<file path="src/design/msc_defs.vh">
// timing constants and state codes for the module sideband control block
`ifndef MSC_DEFS_VH
`define MSC_DEFS_VH

// clock period of CLK in ns (20 MHz)
`define MSC_CLK_PERIOD_NS 50
// least low time on the reset input that starts a full reset, in ns
`define MSC_RESET_MIN_NS 10000
// time after select before the 2-wire slave answers, in ns
`define MSC_SEL_ASSERT_NS 2000
// time after deselect before the host may use the bus, in ns
`define MSC_SEL_DEASSERT_NS 2000
// derived cycle counts, rounded up (least times)
`define MSC_RESET_MIN_CYC ((`MSC_RESET_MIN_NS + `MSC_CLK_PERIOD_NS - 1) / `MSC_CLK_PERIOD_NS)
`define MSC_SEL_ASSERT_CYC ((`MSC_SEL_ASSERT_NS + `MSC_CLK_PERIOD_NS - 1) / `MSC_CLK_PERIOD_NS)
`define MSC_SEL_DEASSERT_CYC ((`MSC_SEL_DEASSERT_NS + `MSC_CLK_PERIOD_NS - 1) / `MSC_CLK_PERIOD_NS)
// counter width for the timing counters
`define MSC_CNT_W 16
// power state codes, one-hot
`define MSC_ST_RESET 4'h1
`define MSC_ST_EVAL 4'h2
`define MSC_ST_LOW 4'h4
`define MSC_ST_HIGH 4'h8
// resolved level of a pulled-up input that nobody drives
`define MSC_PULL_UP 1'b1
// reset value of the pin synchroniser: idle high, pins counted as driven
`define MSC_SYNC_RESET 7'h7F

`endif

</file>
<file path="src/design/msc_sideband.v">
// sideband control: select gating, reset filter, power mode entry, presence
//
// Operation
// RL1: low power after plug/reset if request asserted
// RL2: otherwise proceed to high power unaided
// RL3: select low lets the 2-wire slave answer
// RL4: select high: no answer, no acknowledge
// RL5: host waits deassert time after deselect
// RL6: host waits assert time after select
// RL7: long reset low restores all defaults
// RL8: undriven reset input reads high
// RL9: undriven low-power input reads asserted
// RL10: presence output low while inserted
// RL11: data moves only while clock low
// RL12: waits and reset length are parameters
`timescale 1ns/1ps
`default_nettype none
`include "msc_defs.vh"

module msc_sideband #(
	parameter integer RESET_MIN_CYC = `MSC_RESET_MIN_CYC,
	parameter integer SEL_ASSERT_CYC = `MSC_SEL_ASSERT_CYC,
	parameter integer SEL_DEASSERT_CYC = `MSC_SEL_DEASSERT_CYC
) (
	input wire CLK,
	input wire RST,
	input wire MODULE_SELECT_N,
	input wire MODULE_RESET_N,
	input wire MODULE_RESET_N_DRIVEN,
	input wire LOW_POWER_REQUEST,
	input wire LOW_POWER_REQUEST_DRIVEN,
	output reg MODULE_PRESENT_N,
	input wire SCL_IN,
	input wire SDA_IN,
	output wire SDA_OUT,
	output wire SDA_OE,
	input wire SLAVE_SDA_OE,
	output reg SLAVE_ENABLE,
	output reg SLAVE_START,
	output reg SLAVE_STOP,
	output reg SLAVE_SCL_RISE,
	output reg SLAVE_SDA,
	output reg DEFAULTS_LOAD,
	output reg LOW_POWER_MODE,
	output reg HIGH_POWER_MODE
);

	// ----------------------------------------------------------------
	// pin input resolution and synchronisation
	// ----------------------------------------------------------------

	wire [6:0] sync_q;
	wire select_n;
	wire reset_n;
	wire low_power;
	wire scl;
	wire sda;

	// every pin, drive flags too, passes two flops before logic reads it
	msc_sync #(
		.W(7),
		.RESET_VALUE(`MSC_SYNC_RESET)
	) u_sync (
		.clk(CLK),
		.rst(RST),
		.d({MODULE_SELECT_N, MODULE_RESET_N, MODULE_RESET_N_DRIVEN, LOW_POWER_REQUEST,
			LOW_POWER_REQUEST_DRIVEN, SCL_IN, SDA_IN}),
		.q(sync_q)
	);

	// internal pull-ups stand in when the host leaves the reset or low-power pin floating
	assign select_n = sync_q[6];
	assign reset_n = sync_q[4] ? sync_q[5] : `MSC_PULL_UP; // [RL8]
	assign low_power = sync_q[2] ? sync_q[3] : `MSC_PULL_UP; // [RL9]
	assign scl = sync_q[1];
	assign sda = sync_q[0];

	// ----------------------------------------------------------------
	// presence
	// ----------------------------------------------------------------

	// presence pin is a tie to ground whenever the module is seated
	always @(posedge CLK or posedge RST) begin
		if (RST) begin
			MODULE_PRESENT_N <= 1'b0;
		end else begin
			MODULE_PRESENT_N <= 1'b0; // [RL10]
		end
	end

	// ----------------------------------------------------------------
	// reset pulse filter
	// ----------------------------------------------------------------

	reg [`MSC_CNT_W-1:0] rst_cnt;
	reg rst_armed;
	wire rst_long;

	assign rst_long = (rst_cnt >= RESET_MIN_CYC[`MSC_CNT_W-1:0]);

	// count low time; short glitches do nothing
	always @(posedge CLK or posedge RST) begin
		if (RST) begin
			rst_cnt <= {`MSC_CNT_W{1'b0}};
			rst_armed <= 1'b0;
			DEFAULTS_LOAD <= 1'b0;
		end else begin
			DEFAULTS_LOAD <= 1'b0;
			if (reset_n) begin
				rst_cnt <= {`MSC_CNT_W{1'b0}};
				rst_armed <= 1'b0;
			end else begin
				if (!rst_long) begin
					rst_cnt <= rst_cnt + 1'b1; // [RL12]
				end
				if (rst_long && !rst_armed) begin
					rst_armed <= 1'b1;
					DEFAULTS_LOAD <= 1'b1; // [RL7]
				end
			end
		end
	end

	// ----------------------------------------------------------------
	// power mode state machine
	// ----------------------------------------------------------------

	localparam ST_RESET = `MSC_ST_RESET;
	localparam ST_EVAL = `MSC_ST_EVAL;
	localparam ST_LOW = `MSC_ST_LOW;
	localparam ST_HIGH = `MSC_ST_HIGH;

	reg [3:0] state;
	reg [3:0] next_state;

	// entry from power-up or full reset is decided by the request level
	always @* begin
		next_state = state;
		case (state)
			ST_RESET: begin
				if (!rst_armed) begin
					next_state = ST_EVAL;
				end
			end
			ST_EVAL: begin
				if (low_power) begin
					next_state = ST_LOW; // [RL1]
				end else begin
					next_state = ST_HIGH; // [RL2]
				end
			end
			ST_LOW: begin
				if (!low_power) begin
					next_state = ST_HIGH;
				end
			end
			ST_HIGH: begin
				if (low_power) begin
					next_state = ST_LOW;
				end
			end
			default: begin
				next_state = ST_RESET;
			end
		endcase
		if (rst_armed) begin
			next_state = ST_RESET; // [RL7]
		end
	end

	// low power is the safe choice while held in reset
	always @(posedge CLK or posedge RST) begin
		if (RST) begin
			state <= ST_RESET;
			LOW_POWER_MODE <= 1'b1;
			HIGH_POWER_MODE <= 1'b0;
		end else begin
			state <= next_state;
			LOW_POWER_MODE <= (next_state != ST_HIGH);
			HIGH_POWER_MODE <= (next_state == ST_HIGH);
		end
	end

	// ----------------------------------------------------------------
	// select gating of the 2-wire slave
	// ----------------------------------------------------------------

	reg [`MSC_CNT_W-1:0] sel_cnt;
	reg scl_d;
	reg sda_d;

	// answer only after the select-assert wait; drop at once on deselect
	always @(posedge CLK or posedge RST) begin
		if (RST) begin
			sel_cnt <= {`MSC_CNT_W{1'b0}};
			SLAVE_ENABLE <= 1'b0;
		end else begin
			if (select_n || rst_armed) begin
				sel_cnt <= {`MSC_CNT_W{1'b0}};
				SLAVE_ENABLE <= 1'b0; // [RL4]
			end else if (sel_cnt < SEL_ASSERT_CYC[`MSC_CNT_W-1:0]) begin
				sel_cnt <= sel_cnt + 1'b1; // [RL12]
				SLAVE_ENABLE <= 1'b0; // [RL6]
			end else begin
				SLAVE_ENABLE <= 1'b1; // [RL3]
			end
		end
	end

	// bus events: data edge with clock high is start or stop
	always @(posedge CLK or posedge RST) begin
		if (RST) begin
			scl_d <= 1'b1;
			sda_d <= 1'b1;
			SLAVE_START <= 1'b0;
			SLAVE_STOP <= 1'b0;
			SLAVE_SCL_RISE <= 1'b0;
			SLAVE_SDA <= 1'b1;
		end else begin
			scl_d <= scl;
			sda_d <= sda;
			SLAVE_SDA <= sda;
			SLAVE_START <= SLAVE_ENABLE && scl && scl_d && sda_d && !sda; // [RL11]
			SLAVE_STOP <= SLAVE_ENABLE && scl && scl_d && !sda_d && sda; // [RL11]
			SLAVE_SCL_RISE <= SLAVE_ENABLE && scl && !scl_d;
		end
	end

	// open-drain data: only ever pull low, and only while selected
	assign SDA_OUT = 1'b0;
	assign SDA_OE = SLAVE_SDA_OE && SLAVE_ENABLE && !select_n; // [RL4]

	// deselect wait is the host's to keep; no logic needed on this side

endmodule // msc_sideband

`default_nettype wire

</file>
<file path="src/design/msc_sync.v">
// two-flop synchroniser for asynchronous pin inputs
`timescale 1ns/1ps
`default_nettype none

module msc_sync #(
	parameter W = 1,
	parameter [W-1:0] RESET_VALUE = {W{1'b1}}
) (
	input wire clk,
	input wire rst,
	input wire [W-1:0] d,
	output reg [W-1:0] q
);

	reg [W-1:0] meta;

	// first stage feeds only the second stage
	always @(posedge clk or posedge rst) begin
		if (rst) begin
			meta <= RESET_VALUE;
			q <= RESET_VALUE;
		end else begin
			meta <= d;
			q <= meta;
		end
	end

endmodule // msc_sync

`default_nettype wire

</file>
<file path="config.mk">
export PLATFORM = sky130hd
export DESIGN_NAME = msc_sideband
export DESIGN_NICKNAME = d
export VERILOG_FILES = /design/src/design/msc_sideband.v /design/src/design/msc_sync.v
export VERILOG_INCLUDE_DIRS = /design/src /design/src/design
export SDC_FILE = /design/constraint.sdc
export NUM_CORES = 1
export LEC_CHECK = 0
export ABC_CLOCK_PERIOD_IN_PS = 1900
export BUFFER_PORTS_ARGS = -buffer_cell sky130_fd_sc_hd__buf_2
export CAP_MARGIN = 20
export CORE_UTILIZATION = 35
export CTS_CLUSTER_SIZE = 14
export DETAILED_ROUTE_END_ITERATION = 10
export SLEW_MARGIN = 20
export SYNTH_ARGS = -nofsm -noshare
export SYNTH_HDL_FRONTEND = slang
export SYNTH_SLANG_ARGS = --single-unit
</file>
<file path="constraint.sdc">
create_clock -name CLK -period 1.9 [get_ports CLK]
set_input_delay 0.19 -clock CLK [delete_from_list [all_inputs] [get_ports CLK]]
set_output_delay 0.19 -clock CLK [all_outputs]
set_load 0.02 [all_outputs]
</file>
==> flow_metrics.tcl, run 1 <==
set metrics [dict create \
    synth_top_cell_by_area "dfrtp_1" \
    cts_made_buffers 9 \
    hp-class "flip-flop to flip-flop" \
    regArea_um2 1524 \
    area_growth_pct 21.03 \
    slew_violations 0 \
    hold_path_depth 0 \
    min_period_ps 1700 \
    place_area_um2 2436 \
    fin_area_um2 2715 \
    rows 28 \
    max_stage_delay_ps 520 \
    hp-start "u_sync.meta[2]" \
    cts-resized-gates 0 \
    netlist_top_cells_count "dfrtp_1 (42), and2_1 (19), dfstp_2 (18)" \
    wl_um 3269 \
    path_cells "o311ai_4, nand3_4, or4_1, a21oi_1" \
    multi_input_area_um2 670.6 \
    cp_top_family "simple AND/OR/NAND/NOR gates" \
    worst_setup_path_start_kind "flip-flop" \
    ys.flop_type "dfrtp_1" \
    grt_pass1_wl_um 6016 \
    grt_pass1_vias 1280 \
    final.setup.tns_ps 0 \
    max_clock_freq_mhz 588.3 \
    synthArstFlopShare_pct 100.0 \
    ys_types 35 \
    netlist_instances 172 \
    final_hold_viol_count 0 \
    status "finished clean" \
    antenna_cells 0 \
    synth_most_common_cell "dfrtp_1" \
    antenna_found_initial 0 \
    synth.avg_cell_area_um2 13.04 \
    cp_max_fo 9 \
    fin_cells 288 \
    hold_end "u_sync.q[2]" \
    synth_enable_flop_cells 0 \
    yosys.area.top_type_share_pct 46.85 \
    finalCritPeriodShare_pct 89.46 \
    drc 0 \
    ant_nets 0 \
    ir_drop_mv 0.5645 \
    max-slew-margin-rel_pct 64.50 \
    synthesis.area_um2 2243 \
    initial_core_util_pct 37.01 \
    finalClockSkew_ps 9.444 \
    worstSetupEndpointType "flip-flop" \
    cts_sinks 60 \
    critPathKind "flip-flop to flip-flop" \
    die_w_um 82.06 \
    core-area_um2 6061 \
    final_nets 221 \
    reg2reg_to "rst_cnt[5]" \
    worst_slew_pin_slew_ps 530.5 \
    worst-path-buf-inv 0 \
    ys_warn_count 0 \
    clk_pin_slew_ps 70 \
    dr.pass1.iters 4 \
    grt-ovfl-total 0 \
    drtIter0Drc 63 \
    critPathSlowestCell "or4_1" \
    synth.area.top_cells "dfrtp_1 (47%), dfstp_2 (21%), and2_1 (5.3%)" \
    die_y_um 82.06 \
    via_per_inst 4.618 \
    h-tree-depth 3 \
    clock_latency_ps 330 \
    r2r_start "rst_cnt[4]" \
    cts_buffer_depth 2 \
    cts_tree "yes" \
    power.density_nw_per_um2 997.3 \
    vias 1330 \
    grt_max_degree 61 \
    routedWlPerCell_um 11.35 \
    layout-drive-gt1-share_pct 28.17 \
    ff2ff_path_depth 4 \
    setup_violations 0 \
    synth_seq_cells 60 \
    power_leakage_nw 1.256 \
    fillers 563 \
    dpl.hpwl_um 2067 \
    drv_cap 0 \
    routabilityCongestion 0.7541 \
    yosysSeqAreaShare_pct 67.93 \
    rsz0062_at_grt "no" \
    io_buffers 18 \
    die_area_um2 6734 \
    cp.required_ps 2160 \
    grt_use_total_pct 12.71 \
    worst_ep_arrival_time_ps 1960 \
    dp_cells 264 \
    ios 21 \
    root_buffer "clkbuf_8" \
    rrSetupSlack_ps 200 \
    postLayoutCoreUtil_pct 44.80 \
]
[flip-flops by register name (all words and copies together), names as in the netlist]
| name | flops |
|---|---|
| DEFAULTS_LOAD | 1 |
| HIGH_POWER_MODE | 1 |
| LOW_POWER_MODE | 1 |
| SLAVE_ENABLE | 1 |
| SLAVE_SCL_RISE | 1 |
| SLAVE_START | 1 |
| SLAVE_STOP | 1 |
| rst_armed | 1 |
| rst_cnt | 16 |
| scl_d | 1 |
| sda_d | 1 |
| sel_cnt | 16 |
| state | 4 |
| u_sync.meta | 7 |
| u_sync.q | 7 |
[power by group]
| part | switching (W) | internal (W) | total (W) |
|---|---|---|---|
| Combinational | 0.000102 | 0.0000824 | 0.000184 |
| Clock | 0.000501 | 0.000611 | 0.00111 |
| Sequential | 0.0000455 | 0.00137 | 0.00141 |
[how the worst max path moves through the flow]
| stage | startpoint | endpoint | slack, ps | cells after the start |
|---|---|---|---|---|
| finish | rst_cnt[4] | rst_cnt[5] | 200 | 4 |
| global route | sel_cnt[13] | sel_cnt[4] | 0.4 | 4 |
| CTS | rst_cnt[8] | rst_cnt[5] | 190 | 4 |
| detailed placement | rst_cnt[4] | rst_cnt[5] | 190 | 4 |
| global placement | rst_cnt[4] | rst_cnt[5] | 230 | 4 |
| floorplan | RST | DEFAULTS_LOAD | 260 | 1 |
[through the flow]
stage | hold WS, ps | setup slack, ps | power, W
final | 355.2 | 200.2 | 0.002708
after global routing | 358.6 | 0.3939 | 0.002858
after CTS | 356.3 | 191.3 | 0.002762
after detailed placement | 274.0 | 192.6 | 0.001609
after global placement | 269.9 | 234.3 | 0.001601
after floorplan | 194.5 | 255.1 | 0.001556
[cell families after synthesis]
family	after synthesis	share of synthesized area, %
simple gates	68	18.85
flops	60	67.93
compound gates	22	6.582
buf+inv	12	2.342
xor+xnor	4	1.562
fa+ha+maj	3	1.673
mux	2	0.8924
other cells	1	0.1672
[worst reg2reg max path: cells and delay by family (launching register included)]
| kind | cells | cell delay (ps) |
|---|---|---|
| DFF | 1 | 440 |
| AOI/OAI and AO/OA | 2 | 510 |
| and+or+nand+nor | 2 | 700 |
[metal layers]
metal	global-route usage (%)	part of all wire [%]
met5	0	0
met4	8.421	2.4
met3	5.667	4.0
met2	16.61	45
met1	16.70	49
[what timing repair did]
item	CTS	global route
hold endpoints to repair	49	0
endpoints found under the setup margin	0	2
hold buffers	8	0
setup buffers	0	0
[cell usage in the layout, fill, tap and decap left out, drive strengths merged, types with 4 or more instances in the layout]
| cell type | Yosys | routed |
|---|---|---|
| a21oi | 8 | 8 |
| and2 | 19 | 19 |
| buf | 3 | 20 |
| clkbuf | 1 | 9 |
| clkinv | 0 | 5 |
| dfrtp | 42 | 42 |
| dfstp | 18 | 18 |
| dlygate4sd3 | 0 | 8 |
| inv | 8 | 9 |
| nand2 | 4 | 4 |
| nand3 | 7 | 7 |
| nand4 | 4 | 4 |
| nor2 | 12 | 12 |
| nor4 | 5 | 5 |
| o21ai | 8 | 8 |
| or3 | 6 | 6 |
[cell type report]
type	instances	share of cell area, %
clock buffer	9	4.562
inverter	8	1.106
tap	75	3.456
clock inverter	7	2.765
timing repair buffer	28	7.281
sequential	60	56.13
multi-input combinational	101	24.70
Note: power is estimated with default switching activity, not from simulation.
==> inputs of run 2 (changes only) <==
Settings changed: BUFFER_PORTS_ARGS -buffer_cell sky130_fd_sc_hd__buf_2 to default, DONT_BUFFER_PORTS from default to 1.
==> flow_metrics.tcl, run 2 (synthesized netlist as in run 1, its figures left out) <==
set metrics [dict create \
    fin_area_um2 2620 \
    slew_violations 0 \
    max_stage_delay_ps 530 \
    clk_pin_slew_ps 70 \
    drtIter0Drc 79 \
    area_growth_pct 16.79 \
    p_total_w 0.002708 \
    io_buffers 0 \
    cp.required_ps 2160 \
    ios 21 \
    core-area_um2 6061 \
    worst_slack_ps 178.3 \
    grt_use_total_pct 11.86 \
    h-tree-depth 3 \
    cts_setup_buffers 0 \
    grt-ovfl-total 0 \
    worstSetupEndpointType "flip-flop" \
    critPathKind "flip-flop to flip-flop" \
    reg_top3 "rst_cnt (16), sel_cnt (16)" \
    final_hold_viol_count 0 \
    final.setup.tns_ps 0 \
    cts_buffer_depth 2 \
    cts_sinks 60 \
    power.density_nw_per_um2 1033 \
    cts_hold_buf 8 \
    grt_max_degree 27 \
    dr.pass1.iters 4 \
    finalCritPeriodShare_pct 90.61 \
    root_buffer "clkbuf_8" \
    grt_pass1_wl_um 5616 \
    cp_max_fo 9 \
    dp_cells 247 \
    antenna_found_initial 0 \
    final_common_cell "dfrtp_1" \
    cts_tree "yes" \
    antenna_cells 0 \
    path_cells "o311ai_4, nand3_4, or4_1, a21oi_1" \
    worst_ep_arrival_time_ps 1980 \
    final_cell_mix "dfrtp_1 (42), and2_1 (19), dfstp_2 (18)" \
    hp-class "input port to asynchronous set/reset pin" \
    finalClockSkew_ps 7.310 \
    power_leakage_nw 1.176 \
    routabilityCongestion 0.7346 \
    layout-drive-gt1-share_pct 21.94 \
    setup_violations 0 \
    worst_slew_pin_slew_ps 521.3 \
    rows 28 \
    die_area_um2 6734 \
    place_ws_ps 183.2 \
    ant_nets 0 \
    die_y_um 82.06 \
    cp_top_family "simple AND/OR/NAND/NOR gates" \
    max_clock_freq_mhz 580.8 \
    die_w_um 82.06 \
    min_period_ps 1722 \
    final_nets 204 \
    wl_um 3254 \
    place_area_um2 2341 \
    ir_drop_mv 0.6749 \
    critPathSlowestCell "or4_1" \
    cts_made_buffers 9 \
    vias 1246 \
    status "finished clean" \
    drc 0 \
    rsz0062_at_grt "no" \
    clock_latency_ps 330 \
    drv_cap 0 \
    via_per_inst 4.598 \
    cts-resized-gates 0 \
    worst-path-buf-inv 0 \
    max-slew-margin-rel_pct 65.20 \
    initial_core_util_pct 37.01 \
    dpl.hpwl_um 2207 \
    routedWlPerCell_um 12.01 \
    fin_cells 271 \
    worst_setup_path_start_kind "flip-flop" \
    grt_pass1_vias 1223 \
]
-- run 2: layout make-up --
class	instances	area (µm²)
fillers	575	3441
flip-flops and latches	60	1524
multi-input cells	101	670.6
clock buffers	9	123.9
repair buffers	11	102.6
well taps	75	93.84
clock inverters	7	75.07
inverters	8	30.03
-- run 2: per-layer routing --
| layer | share of wire, % | GRT usage [%] | vias up |
|---|---|---|---|
| met1 | 50 | 15.02 | 602 |
| met5 | 0 | 0 | - |
| li1 | - | - | 620 |
| met4 | 1.9 | 7.368 | 0 |
| met3 | 4.0 | 5.667 | 7 |
| met2 | 44 | 16.12 | 17 |
-- run 2: path summary, 6_finish.rpt --
| check | startpoint | end | slack, ps | depth (start not counted) |
|---|---|---|---|---|
| setup / recovery | rst_cnt[4] | rst_cnt[5] | 180 | 4 |
| hold / removal | RST | SLAVE_SCL_RISE | 350 | 2 |
| setup reg to reg | rst_cnt[4] | rst_cnt[5] | 180 | 4 |
| hold reg to reg | u_sync.meta[4] | u_sync.q[4] | 360 | 0 |
| max in group asynchronous | RST | u_sync.meta[6] | 830 | 3 |
| min in group CLK | u_sync.meta[4] | u_sync.q[4] | 360 | 0 |
-- run 2: where the power goes --
part	switching, W	internal (W)	total, W
Clock	0.000519	0.000613	0.00113
Sequential	0.0000557	0.00137	0.00142
Combinational	0.0000839	0.0000691	0.000153
Total	0.000658	0.00205	0.00271
-- run 2: per-stage QoR --
step,hold WS (ps),util (%)
detailed placement,141.6,38.63
CTS,350.4,43.23
finish,351.8,43.23
floorplan,194.5,-
global route,360.3,43.23
global placement,136.0,38.63
-- run 2: worst reg2reg max path, delay by kind of cell (launching register included) --
family	cells	cell delay (ps)
flip-flops	1	440
AND/OR/NAND/NOR	2	700
AO/OA/AOI/OAI	2	520
